<file path="config.mk">
export PLATFORM = sky130hd
export DESIGN_NAME = tsr_top
export DESIGN_NICKNAME = d
export VERILOG_FILES = /design/src/verilog/tsr_sync2.v /design/src/verilog/tsr_seq.v /design/src/verilog/tsr_top.v
export VERILOG_INCLUDE_DIRS = /design/src /design/src/shared
export SDC_FILE = /design/constraint.sdc
export NUM_CORES = 1
export LEC_CHECK = 0
export BUFFER_PORTS_ARGS = -buffer_cell sky130_fd_sc_hd__buf_2
export CAP_MARGIN = 25
export CORE_ASPECT_RATIO = 1.5
export CORE_MARGIN = 10
export CORE_UTILIZATION = 49
export CTS_CLUSTER_SIZE = 10
export DETAILED_ROUTE_END_ITERATION = 10
export GPL_TIMING_DRIVEN = 0
export PLACE_DENSITY = 0.71
export SLEW_MARGIN = 20
export SYNTH_ARGS = -nofsm -noshare
export SYNTH_HDL_FRONTEND = slang
export SYNTH_SLANG_ARGS = --single-unit
</file>
<file path="constraint.sdc">
create_clock -name clk_i -period 3.55 [get_ports clk_i]
set_input_delay 0.355 -clock clk_i [delete_from_list [all_inputs] [get_ports clk_i]]
set_output_delay 0.355 -clock clk_i [all_outputs]
set_load 0.02 [all_outputs]
</file>
<file path="src/shared/tsr_regs.vh">
// Register map, field positions and reset values of the sync router
`ifndef TSR_REGS_VH
`define TSR_REGS_VH

// Word offsets (byte addresses)
`define TSR_A_CTRL 8'h00
`define TSR_A_SRC 8'h04
`define TSR_A_TIMER 8'h08
`define TSR_A_COUNT 8'h0c
`define TSR_A_PREARM 8'h10
`define TSR_A_OUTCFG 8'h14
`define TSR_A_STATUS 8'h18

// Control bits, write-one pulses
`define TSR_CTRL_INIT 0
`define TSR_CTRL_IMM 1
`define TSR_CTRL_ABORT 2

// Source register fields
`define TSR_SRC_TRIG_LSB 0
`define TSR_SRC_ARM_LSB 8
`define TSR_SRC_REF_LSB 16
`define TSR_SRC_MASK 32'h0007_0f0f
`define TSR_SRC_RST 32'h0000_0000

// Source codes shared by trigger and arm selection
`define TSR_SEL_TIMER 4'h0
`define TSR_SEL_HOLD 4'h1
`define TSR_SEL_EXT1 4'h2
`define TSR_SEL_EXT2 4'h3
`define TSR_SEL_ECL0 4'h4
`define TSR_SEL_TTL0 4'h8

// Reference source codes
`define TSR_REF_INT 3'h0
`define TSR_REF_CLK10 3'h1
`define TSR_REF_ECL0 3'h2
`define TSR_REF_EXT2 3'h4

// Edges after reset before synchronised pin edges are trusted
`define TSR_SETTLE_CNT 2'h3

// Timer period, in reference edges
`define TSR_TIMER_MASK 32'h0000_ffff
`define TSR_TIMER_RST 32'h0000_0001

// Count register: readings per arm, arm count
`define TSR_CNT_TRIG_LSB 0
`define TSR_CNT_ARM_LSB 16
`define TSR_CNT_MASK 32'h00ff_ffff
`define TSR_CNT_RST 32'h0001_0001

`define TSR_PRE_MASK 32'h0000_ffff
`define TSR_PRE_RST 32'h0000_0000

// Output configuration fields
`define TSR_OUT_BNC_FEED 0
`define TSR_OUT_ECL_FEED 2
`define TSR_OUT_BNC_EN 8
`define TSR_OUT_ECL_EN 9
`define TSR_OUT_TTL_EN 16
`define TSR_OUT_MASK 32'h00ff_073f
`define TSR_OUT_RST 32'h0000_0000

// Feed codes of the front output and the ECL lines
`define TSR_FEED_TRIG 2'h0
`define TSR_FEED_REF 2'h1
`define TSR_FEED_AUX 2'h2

// Status fields
`define TSR_ST_ACTIVE 0
`define TSR_ST_WAIT 1
`define TSR_ST_PREHIT 2
`define TSR_ST_LEFT_LSB 16

`endif

</file>
<file path="src/verilog/tsr_sync2.v">
// Two-flop synchroniser for a bundle of pin levels
`timescale 1ns/1ps
module tsr_sync2 #(
  parameter W = 13
) (
  // Clock and reset
  input wire clk_i,
  input wire rst_i,
  // Levels
  input wire [W-1:0] d_i,
  output reg [W-1:0] q_o
);

  reg [W-1:0] meta_q;

  // First stage feeds only the second stage
  always @(posedge clk_i) begin
    if (rst_i) begin
      meta_q <= {W{1'b0}};
      q_o <= {W{1'b0}};
    end else begin
      meta_q <= d_i;
      q_o <= meta_q;
    end
  end

endmodule

</file>
<file path="src/verilog/tsr_seq.v">
// Trigger sequencer: pre-arm, arm, post-arm readings and convert pulses
`timescale 1ns/1ps
module tsr_seq #(
  parameter CW = 16,
  parameter AW = 8
) (
  // Clock and reset
  input wire clk_i,
  input wire rst_i,
  // Commands and events
  input wire start_i,
  input wire abort_i,
  input wire imm_i,
  input wire arm_evt_i,
  input wire trig_evt_i,
  // Counts
  input wire [CW-1:0] prearm_i,
  input wire [CW-1:0] count_i,
  input wire [AW-1:0] arms_i,
  // State
  output reg convert_o,
  output reg active_o,
  output reg wait_o,
  output reg prehit_o,
  output reg [CW-1:0] left_o
);

  localparam S_IDLE = 2'd0;
  localparam S_PRE = 2'd1;
  localparam S_POST = 2'd2;

  reg [1:0] st_q;
  reg [CW-1:0] pre_q;
  reg [AW-1:0] arms_q;
  wire pre_on = (prearm_i != {CW{1'b0}});
  wire [CW-1:0] post_n = (count_i > prearm_i) ?
    count_i - prearm_i : {{(CW-1){1'b0}}, 1'b1};

  // One burst per arm; ready only after all arms and readings, or at once on an abort
  always @(posedge clk_i) begin
    convert_o <= 1'b0;
    if (rst_i) begin
      st_q <= S_IDLE;
      pre_q <= {CW{1'b0}};
      arms_q <= {AW{1'b0}};
      active_o <= 1'b0;
      wait_o <= 1'b0;
      prehit_o <= 1'b0;
      left_o <= {CW{1'b0}};
    end else if (abort_i) begin
      st_q <= S_IDLE;
      active_o <= 1'b0;
      wait_o <= 1'b0;
      prehit_o <= 1'b0;
    end else begin
      case (st_q)
        S_IDLE: begin
          if (start_i) begin
            st_q <= S_PRE;
            pre_q <= {CW{1'b0}};
            arms_q <= (arms_i == {AW{1'b0}}) ? {{(AW-1){1'b0}}, 1'b1}
                                             : arms_i;
            active_o <= 1'b1;
            prehit_o <= ~pre_on;
          end
        end
        S_PRE: begin
          // Pre-arm readings run on until the arm is taken
          if (trig_evt_i && pre_on) begin
            convert_o <= 1'b1;
            if (!prehit_o) begin
              pre_q <= pre_q + 1'b1;
              prehit_o <= (pre_q + 1'b1 >= prearm_i);
            end
          end
          // An arm before the pre-arm count is ignored
          if (arm_evt_i && prehit_o) begin
            st_q <= S_POST;
            wait_o <= 1'b1;
            left_o <= post_n;
          end
        end
        S_POST: begin
          // Immediate command takes one reading whatever the source
          if (trig_evt_i || imm_i) begin
            convert_o <= 1'b1;
            left_o <= left_o - 1'b1;
            if (left_o == {{(CW-1){1'b0}}, 1'b1}) begin
              wait_o <= 1'b0;
              if (arms_q == {{(AW-1){1'b0}}, 1'b1}) begin
                st_q <= S_IDLE;
                active_o <= 1'b0;
                prehit_o <= 1'b0;
              end else begin
                arms_q <= arms_q - 1'b1;
                st_q <= S_PRE;
                pre_q <= {CW{1'b0}};
                prehit_o <= ~pre_on;
              end
            end
          end
        end
        default: st_q <= S_IDLE;
      endcase
    end
  end

endmodule

</file>
<file path="src/verilog/tsr_top.v">
// Trigger and reference sync router with its Wishbone register file
`timescale 1ns/1ps
`include "tsr_regs.vh"

// How it works
// - An immediate command while waiting for triggers takes one reading, counts it, and keeps the source.
// - An ECL line fed by the trigger pulses once per convert pulse.
// - An ECL line fed by the reference rises on external falls, or on rises of ECL or 10 MHz.
// - An ECL line fed by the front output carries that output's signal inverted.
// - The front output fed by the trigger pulses once per convert pulse.
// - The front output fed by the reference falls on external falls, or on rises of ECL or 10 MHz.
// - The front output fed by the pre-arm count rests high and goes low once the count is reached.
// - A TTL line carrying ready is low while initiated and high once readings finish.
// - With post-arm readings only, ready returns high only after arm and trigger counts are both met, or at once on an abort.
// - A pin chosen as reference, arm or trigger input is never driven as an output.
// - Every output except convert_o has its own enable and drives only while enabled.
// - The two ECL lines have their own feed selections.
module tsr_top #(
  parameter CW = 16,
  parameter AW = 8
) (
  // Clock and reset
  input wire clk_i,
  input wire rst_i,
  // Wishbone slave
  input wire wb_cyc_i,
  input wire wb_stb_i,
  input wire wb_we_i,
  input wire [7:0] wb_adr_i,
  input wire [3:0] wb_sel_i,
  input wire [31:0] wb_dat_i,
  output reg [31:0] wb_dat_o,
  output reg wb_ack_o,
  // Pin inputs
  input wire ext1_i,
  input wire ext2_i,
  input wire clk10_i,
  input wire [1:0] ecl_i,
  input wire [7:0] ttl_i,
  // Front output and backplane lines
  output reg bnc_o,
  output reg bnc_oe_o,
  output reg [1:0] ecl_o,
  output reg [1:0] ecl_oe_o,
  output reg [7:0] ttl_o,
  output reg [7:0] ttl_oe_o,
  // Convert pulse to the converter
  output reg convert_o
);

  // Byte-lane merge of a write
  function [31:0] wmerge;
    input [31:0] old;
    input [31:0] nw;
    input [3:0] sel;
    integer i;
    begin
      wmerge = old;
      for (i = 0; i < 4; i = i + 1) begin
        if (sel[i]) begin
          wmerge[i*8 +: 8] = nw[i*8 +: 8];
        end
      end
    end
  endfunction

  // Pick one event from a source-indexed vector
  function pick;
    input [15:0] vec;
    input [3:0] code;
    begin
      pick = vec[code];
    end
  endfunction

  // Registers
  reg [31:0] src_q;
  reg [31:0] tmr_q;
  reg [31:0] cnt_q;
  reg [31:0] pre_q;
  reg [31:0] out_q;
  reg start_q;
  reg imm_q;
  reg abort_q;

  wire [3:0] trig_sel = src_q[`TSR_SRC_TRIG_LSB +: 4];
  wire [3:0] arm_sel = src_q[`TSR_SRC_ARM_LSB +: 4];
  wire [2:0] ref_sel = src_q[`TSR_SRC_REF_LSB +: 3];

  // Bus decode; every address answers, unmapped reads return zero
  wire req = wb_cyc_i & wb_stb_i & ~wb_ack_o;
  wire wr = req & wb_we_i;

  // Sequencer state
  wire seq_conv;
  wire seq_act;
  wire seq_wait;
  wire seq_hit;
  wire [CW-1:0] seq_left;

  // Synchronised pins: ext1, ext2, ecl[1:0], ttl[7:0], clk10
  wire [12:0] pin_s;
  reg [12:0] pin_p_q;
  // Edges stay masked until both sync stages and the edge flop hold real
  // levels; idle-high TTL lines would otherwise look like a rise at reset
  reg [1:0] settle_q;
  wire pins_live = (settle_q == `TSR_SETTLE_CNT);
  wire [12:0] pin_r = pin_s & ~pin_p_q & {13{pins_live}};

  tsr_sync2 #(
    .W(13)
  ) u_sync (
    .clk_i(clk_i),
    .rst_i(rst_i),
    .d_i({clk10_i, ttl_i, ecl_i, ext2_i, ext1_i}),
    .q_o(pin_s)
  );

  // Count edges after reset until the pin path is full
  always @(posedge clk_i) begin
    if (rst_i) begin
      settle_q <= 2'h0;
    end else if (!pins_live) begin
      settle_q <= settle_q + 2'h1;
    end
  end

  // Register writes and command pulses
  always @(posedge clk_i) begin
    if (rst_i) begin
      src_q <= `TSR_SRC_RST;
      tmr_q <= `TSR_TIMER_RST;
      cnt_q <= `TSR_CNT_RST;
      pre_q <= `TSR_PRE_RST;
      out_q <= `TSR_OUT_RST;
      start_q <= 1'b0;
      imm_q <= 1'b0;
      abort_q <= 1'b0;
    end else begin
      start_q <= 1'b0;
      imm_q <= 1'b0;
      abort_q <= 1'b0;
      if (wr) begin
        case (wb_adr_i)
          `TSR_A_CTRL: begin
            if (wb_sel_i[0]) begin
              start_q <= wb_dat_i[`TSR_CTRL_INIT];
              imm_q <= wb_dat_i[`TSR_CTRL_IMM];
              abort_q <= wb_dat_i[`TSR_CTRL_ABORT];
            end
          end
          `TSR_A_SRC:
            src_q <= wmerge(src_q, wb_dat_i, wb_sel_i) & `TSR_SRC_MASK;
          `TSR_A_TIMER:
            tmr_q <= wmerge(tmr_q, wb_dat_i, wb_sel_i) & `TSR_TIMER_MASK;
          `TSR_A_COUNT:
            cnt_q <= wmerge(cnt_q, wb_dat_i, wb_sel_i) & `TSR_CNT_MASK;
          `TSR_A_PREARM:
            pre_q <= wmerge(pre_q, wb_dat_i, wb_sel_i) & `TSR_PRE_MASK;
          `TSR_A_OUTCFG:
            out_q <= wmerge(out_q, wb_dat_i, wb_sel_i) & `TSR_OUT_MASK;
          default: ;
        endcase
      end
    end
  end

  // Read mux, registered with the single-cycle ack
  reg [31:0] rd;
  always @* begin
    rd = 32'h0000_0000;
    case (wb_adr_i)
      `TSR_A_SRC: rd = src_q;
      `TSR_A_TIMER: rd = tmr_q;
      `TSR_A_COUNT: rd = cnt_q;
      `TSR_A_PREARM: rd = pre_q;
      `TSR_A_OUTCFG: rd = out_q;
      `TSR_A_STATUS: begin
        rd[`TSR_ST_ACTIVE] = seq_act;
        rd[`TSR_ST_WAIT] = seq_wait;
        rd[`TSR_ST_PREHIT] = seq_hit;
        rd[`TSR_ST_LEFT_LSB +: CW] = seq_left;
      end
      default: rd = 32'h0000_0000;
    endcase
  end

  always @(posedge clk_i) begin
    if (rst_i) begin
      wb_ack_o <= 1'b0;
      wb_dat_o <= 32'h0000_0000;
    end else begin
      wb_ack_o <= req;
      wb_dat_o <= req ? rd : 32'h0000_0000;
    end
  end

  // Reference level; the internal one is a clk/2 square
  reg int_tgl_q;
  reg ref_lvl;
  always @* begin
    case (ref_sel)
      `TSR_REF_CLK10: ref_lvl = pin_s[12];
      `TSR_REF_ECL0: ref_lvl = pin_s[2];
      `TSR_REF_ECL0 + 3'h1: ref_lvl = pin_s[3];
      `TSR_REF_EXT2: ref_lvl = pin_s[1];
      default: ref_lvl = int_tgl_q;
    endcase
  end
  wire ref_ext = (ref_sel != `TSR_REF_INT);
  reg ref_p_q;
  // Internal reference gives a tick on every clock
  wire ref_tick = ref_ext ? (ref_lvl & ~ref_p_q) : 1'b1;

  // Sample timer counts reference ticks
  reg [15:0] tdiv_q;
  reg tick_q;
  wire [15:0] tper = tmr_q[15:0];
  always @(posedge clk_i) begin
    if (rst_i) begin
      int_tgl_q <= 1'b0;
      ref_p_q <= 1'b0;
      pin_p_q <= 13'h0000;
      tdiv_q <= 16'h0000;
      tick_q <= 1'b0;
    end else begin
      int_tgl_q <= ~int_tgl_q;
      ref_p_q <= ref_lvl;
      pin_p_q <= pin_s;
      tick_q <= 1'b0;
      if (ref_tick) begin
        if (tdiv_q + 16'h0001 >= tper) begin
          tdiv_q <= 16'h0000;
          tick_q <= 1'b1;
        end else begin
          tdiv_q <= tdiv_q + 16'h0001;
        end
      end
    end
  end

  // Event vectors indexed by source code; code 0 is timer or immediate arm
  wire [15:0] trig_vec = {pin_r[11:4], 2'b00, pin_r[3:0], 1'b0, tick_q};
  wire [15:0] arm_vec = {pin_r[11:4], 2'b00, pin_r[3:0], 1'b0, 1'b1};

  tsr_seq #(
    .CW(CW),
    .AW(AW)
  ) u_seq (
    .clk_i(clk_i),
    .rst_i(rst_i),
    .start_i(start_q),
    .abort_i(abort_q),
    .imm_i(imm_q),
    .arm_evt_i(pick(arm_vec, arm_sel)),
    .trig_evt_i(pick(trig_vec, trig_sel)),
    .prearm_i(pre_q[CW-1:0]),
    .count_i(cnt_q[`TSR_CNT_TRIG_LSB +: CW]),
    .arms_i(cnt_q[`TSR_CNT_ARM_LSB +: AW]),
    .convert_o(seq_conv),
    .active_o(seq_act),
    .wait_o(seq_wait),
    .prehit_o(seq_hit),
    .left_o(seq_left)
  );

  // Reference as seen on each line type: ECL rises, front falls
  wire ecl_ref = (ref_sel == `TSR_REF_EXT2) ? ~ref_lvl : ref_lvl;
  wire bnc_ref = ~ecl_ref;

  // Front output signal, active-low pulses as TTL edges are falling
  reg bnc_sig;
  wire [1:0] bnc_feed = out_q[`TSR_OUT_BNC_FEED +: 2];
  always @* begin
    case (bnc_feed)
      `TSR_FEED_TRIG: bnc_sig = ~seq_conv;
      `TSR_FEED_REF: bnc_sig = bnc_ref;
      `TSR_FEED_AUX: bnc_sig = ~(seq_act & seq_hit);
      default: bnc_sig = 1'b1;
    endcase
  end

  // Per-line ECL feeds and input conflicts
  reg [1:0] ecl_sig;
  reg [1:0] ecl_blk;
  reg [7:0] ttl_blk;
  integer n;
  always @* begin
    for (n = 0; n < 2; n = n + 1) begin
      case (out_q[`TSR_OUT_ECL_FEED + 2*n +: 2])
        `TSR_FEED_TRIG: ecl_sig[n] = seq_conv;
        `TSR_FEED_REF: ecl_sig[n] = ecl_ref;
        `TSR_FEED_AUX: ecl_sig[n] = ~bnc_sig;
        default: ecl_sig[n] = 1'b0;
      endcase
      ecl_blk[n] = (trig_sel == `TSR_SEL_ECL0 + n[3:0]) |
                   (arm_sel == `TSR_SEL_ECL0 + n[3:0]) |
                   (ref_sel == `TSR_REF_ECL0 + n[2:0]);
    end
    for (n = 0; n < 8; n = n + 1) begin
      ttl_blk[n] = (trig_sel == `TSR_SEL_TTL0 + n[3:0]) |
                   (arm_sel == `TSR_SEL_TTL0 + n[3:0]);
    end
  end
  wire bnc_blk = (trig_sel == `TSR_SEL_EXT1) |
                 (arm_sel == `TSR_SEL_EXT1);

  // Drive only enabled, unblocked outputs; others rest inactive
  wire bnc_drv = out_q[`TSR_OUT_BNC_EN] & ~bnc_blk;
  wire [1:0] ecl_drv = out_q[`TSR_OUT_ECL_EN +: 2] & ~ecl_blk;
  wire [7:0] ttl_drv = out_q[`TSR_OUT_TTL_EN +: 8] & ~ttl_blk;

  // Ready stays low from initiate until the last convert has left the
  // pins, so the final pulse of a burst never meets a high ready line
  wire ready_lo = seq_act | seq_conv;

  // Output flops keep pins glitch-free from the source muxes
  always @(posedge clk_i) begin
    if (rst_i) begin
      bnc_o <= 1'b1;
      bnc_oe_o <= 1'b0;
      ecl_o <= 2'h0;
      ecl_oe_o <= 2'h0;
      convert_o <= 1'b0;
    end else begin
      convert_o <= seq_conv;
      bnc_oe_o <= bnc_drv;
      bnc_o <= bnc_drv ? bnc_sig : 1'b1;
      ecl_oe_o <= ecl_drv;
      ecl_o <= ecl_drv & ecl_sig;
    end
  end

  // TTL lines bit by bit: ready pulls low, released lines rest high
  always @(posedge clk_i) begin
    if (rst_i) begin
      ttl_o <= 8'hff;
      ttl_oe_o <= 8'h00;
    end else begin
      ttl_oe_o <= ttl_drv;
      ttl_o <= ~(ttl_drv & {8{ready_lo}});
    end
  end

endmodule

</file>
==> run summary <==
In this run the worst hold path is classified as in2reg. The clock passes through at most 3 buffers. The wire length per cell after detailed routing works out to 20.9 um.

The final route contains 11784 vias. For this block, the initial DRC count from the detailed router was 1196. The final estimated routing congestion in global placement was 0.963. The worst setup path is of the reg2reg kind.

The worst max-slew margin expressed relative to the limit was -0.109; the share of the cycle needed by the critical path after routing was 0.977. The run gives 1915 as the cell count after placement. The number of buffer and inverter stages on the critical path is 2. The fraction of final layout cells with drive strength greater than 1 was 0.131; the total I/O pin count was 118. At the placement stage, the worst setup path has a slack of -0.986 ns.

The total placed instance area was 13300 sq um. The run gives 2262 as the filler cell count in the final layout. The main flop type after synthesis is dfxtp_1. The number of nets produced by synthesis was 1601; the number of enable flip-flop cells after synthesis was 0. The distinct cell type count of the synthesized netlist is 77, and the net count of the finished layout is 1759.

In the routed layout, each cell is associated on average with a via count of 5.98. Library cell used as clock root buffer: clkbuf_16. The floorplan step defined a die boundary enclosing 32100 sq um.

The logs give 0.000356 V for the worst vdd rail ir drop and 248 for the sink count of the clock tree. The half-perimeter wire length after placement was 31400 um. The kind of cell with the highest combined delay on the critical path is simple AND/OR/NAND/NOR gates. The starting density of the core was 0.494; the site row count was 71.

On the worst path, the slowest cell contributes a delay of 0.82 ns. The first global-routing pass estimated 62800 um of wire. The run gives 1 as the total of max-cap violations. The combined global-route utilization of all metal layers is 0.246, and the maximum level of the CTS H-tree is 1. The run gives 0 as the total DRC errors in the routed layout. The placeable core region came out at 25000 sq um.

For the finished layout, the period the worst path requires is 3.47 ns. Along the worst path, the maximum fanout reaches 10. For the number of optimization iterations in the first detailed-route pass, the log shows 6.

The worst setup margin was 0.0826 ns; the post-layout instance count excluding filler cells was 1969. The slowest stage of the critical path is the nor4b_1 cell. The signal on the critical path passes through clkbuf_1 > mux4_2 > o221ai_2 > a31oi_4 > nor4b_1 > buf_2 > nand3_1 > a21oi_1. At the later pin of the worst-skew pair, clock insertion delay measures 0.57 ns. The synthesis warning total is 0, and the total power of the final layout is 0.00595 W. Number of antenna violations at the first check in global routing: 2. The final max-slew violation count is 6. The detail route stage leaves a number of antenna-violating nets equal to 0.

The post-synthesis sequential element count is 248, and the required time at the worst-slack endpoint is 4.04 ns. For the sequential fraction of the synthesis area, the log shows 0.402. The die height came out at 214 um. The area growth from synthesis to layout is 16.7%.

Setup violations remaining at the end of the flow were counted as 0. The async set-reset flop share out of synthesis was 0. The setup skew after layout is 0.0161 ns, and the average cell area after synthesis is 8.35 sq um.

The run finished, with violations left. Global routing finished with a remaining overflow of 0. TritonCTS built the clock tree. Kind of launch point of the worst setup path: a flop.

Transition time of the tightest slew-check pin: 1.66 ns. At the worst endpoint, the arrival time is 3.96 ns. Buffers inserted during clock tree synthesis total 29. The summed negative setup slack over all endpoints came out at 0 ns. The synthesized netlist occupies a cell area of 12300 sq um. The die is 150 um wide. The tools report the leakage power as 5.43 nW.

Nature of the critical path endpoint: a flop. Counting every instance in the synthesized netlist gives 1479. The highest attainable clock frequency came out at 288 MHz. The run gives 0 as the number of failing hold endpoints at the final stage. In this run the tool buffered the top-level ports with 106 buffer cells. For this design the ratio of total power to cell area is 413 nW/um^2.

The run gives 14400 sq um as the final instance area. The via count of the first global-routing pass is 11665. After detailed routing, the total wire length is 41200 um. Clock-pin slew was measured on the worst setup and hold paths at 0.06 ns. Entering global routing, the biggest net connects 16 pins.

The final reports fail on capacitance limit, slew limit.
## registers in the layout, indices dropped and copies added, names as in the netlist, 2 cells and up
signal and cells:
ecl_oe_o 2, ecl_o 2, u_seq.arms_q 8, u_sync.meta_q 13
pin_p_q 12, out_q 17, u_seq.left_o 16, ttl_o 8
u_seq.st_q 2, tmr_q 16, src_q 11, u_sync.q_o 13
cnt_q 24, pre_q 16, ttl_oe_o 8, u_seq.pre_q 16
wb_dat_o 32, tdiv_q 16, settle_q 2
## repair_timing
item | 4_1_cts | 5_1_grt
gates cloned | 1 | 1
buffers inserted | 2 | 4
hold buffers | 11 | 0
pin swaps | 2 | 4
gates resized for setup | 20 | 24
setup endpoints to repair | 17 | 24
endpoints found under the hold margin | 11 | 0
## final timing paths
check	from	end	slack, ns	cells past startpoint
worst max-delay path	src_q[0]$_SDFFE_PP0P_	u_seq.pre_q[8]$_SDFFE_PP0P_	0.08	8
worst min-delay path	ext1_i	u_sync.meta_q[0]$_SDFF_PP0_	0.01	2
worst max register to register	src_q[0]$_SDFFE_PP0P_	u_seq.pre_q[8]$_SDFFE_PP0P_	0.08	8
worst min register to register	u_sync.meta_q[11]$_SDFF_PP0_	u_sync.q_o[11]$_SDFF_PP0_	0.43	1
## Yosys cell counts (all sizes together), types with 16 or more instances
library cell,instances,share of area
dfxtp,248,0.40
nand2,207,0.063
a21oi,147,0.060
nor2,95,0.029
nand3,76,0.031
clkbuf,69,0.021
ha,59,0.060
inv,56,0.017
o21ai,51,0.021
nor2b,50,0.025
nor3,34,0.015
mux2i,32,0.026
nand2b,29,0.015
and3,27,0.014
a22oi,23,0.014
xor2,20,0.014
nor4,18,0.0096
xnor2,17,0.012
a21o,16,0.0097
## worst reg2reg max path, cell delays in order (launching register included)
cell      delay (ns)
dfxtp_1         0.43
clkbuf_1        0.50
mux4_2          0.44
o221ai_2        0.33
a31oi_4         0.23
nor4b_1         0.82
buf_2           0.37
nand3_1         0.11
a21oi_1         0.16
## per-stage QoR
| step | utilization | hold WS (ns) |
|---|---|---|
| final | 0.577 | 0.0141 |
| after global routing | 0.577 | 0.0327 |
| after CTS | 0.572 | 0.00644 |
| after detailed placement | 0.533 | 0.426 |
| after global placement | 0.532 | 0.418 |
| after floorplan | - | 0.404 |
## cell usage in the layout (no fill, tap or decap), types with 7 or more instances in the layout
cell and n:
xor2_1 19, nor3b_1 15, nand3_1 73, xnor2_1 17, dlygate4sd3_1 11, and3_1 22
mux2i_1 32, nor4_1 17, o31ai_1 7, nand2b_1 29, nor2_1 94, clkbuf_1 67
nor3_1 30, a21oi_1 147, clkbuf_16 29, buf_2 115, o32ai_1 8, a211oi_1 10
o21ai_0 38, and2_1 13, a221oi_1 12, ha_1 58, nand4_1 7, o21ai_1 11
inv_1 56, dfxtp_1 241, a22oi_1 23, a21o_1 16, nand2_1 206, nor2b_1 50
## logic make-up (layout without fill, tap and decap cells)
family | after synthesis | in the layout | synth area share
other | 0 | 2 | 0
XOR/XNOR | 37 | 37 | 0.0263
flip-flops | 248 | 248 | 0.402
buffers and inverters | 141 | 300 | 0.0448
AND/OR/NAND/NOR | 605 | 606 | 0.242
AO/OA/AOI/OAI | 346 | 346 | 0.183
multiplexers | 42 | 42 | 0.0396
adder cells (fa/ha/maj) | 60 | 60 | 0.0614
## routing by layer
layer | vias up | track usage | routed length, um
met5 | - | 0 | 0
met4 | 0 | 0.156 | 2740
met3 | 173 | 0.0410 | 3220
met2 | 559 | 0.424 | 20000
met1 | 5486 | 0.270 | 15200
li1 | 5566 | - | -
## layout make-up
class                      count  area [sq um]  share of cell area
multi-input combinational   1091          6980               0.485
sequential                   248          4980               0.346
clock buffer                  30           729              0.0506
timing repair buffer         126           704              0.0489
tap                          328           410              0.0285
buffer                        84           345              0.0240
inverter                      57           214              0.0149
clock inverter                 3          33.8             0.00235
antenna                        2          5.00            0.000347
## where the power goes
group / switching, W / internal [W]
logic: 0.000361 / 0.000175
registers: 0.0000363 / 0.00282
clock network: 0.00111 / 0.00144
(Power assumes the default switching activity.)
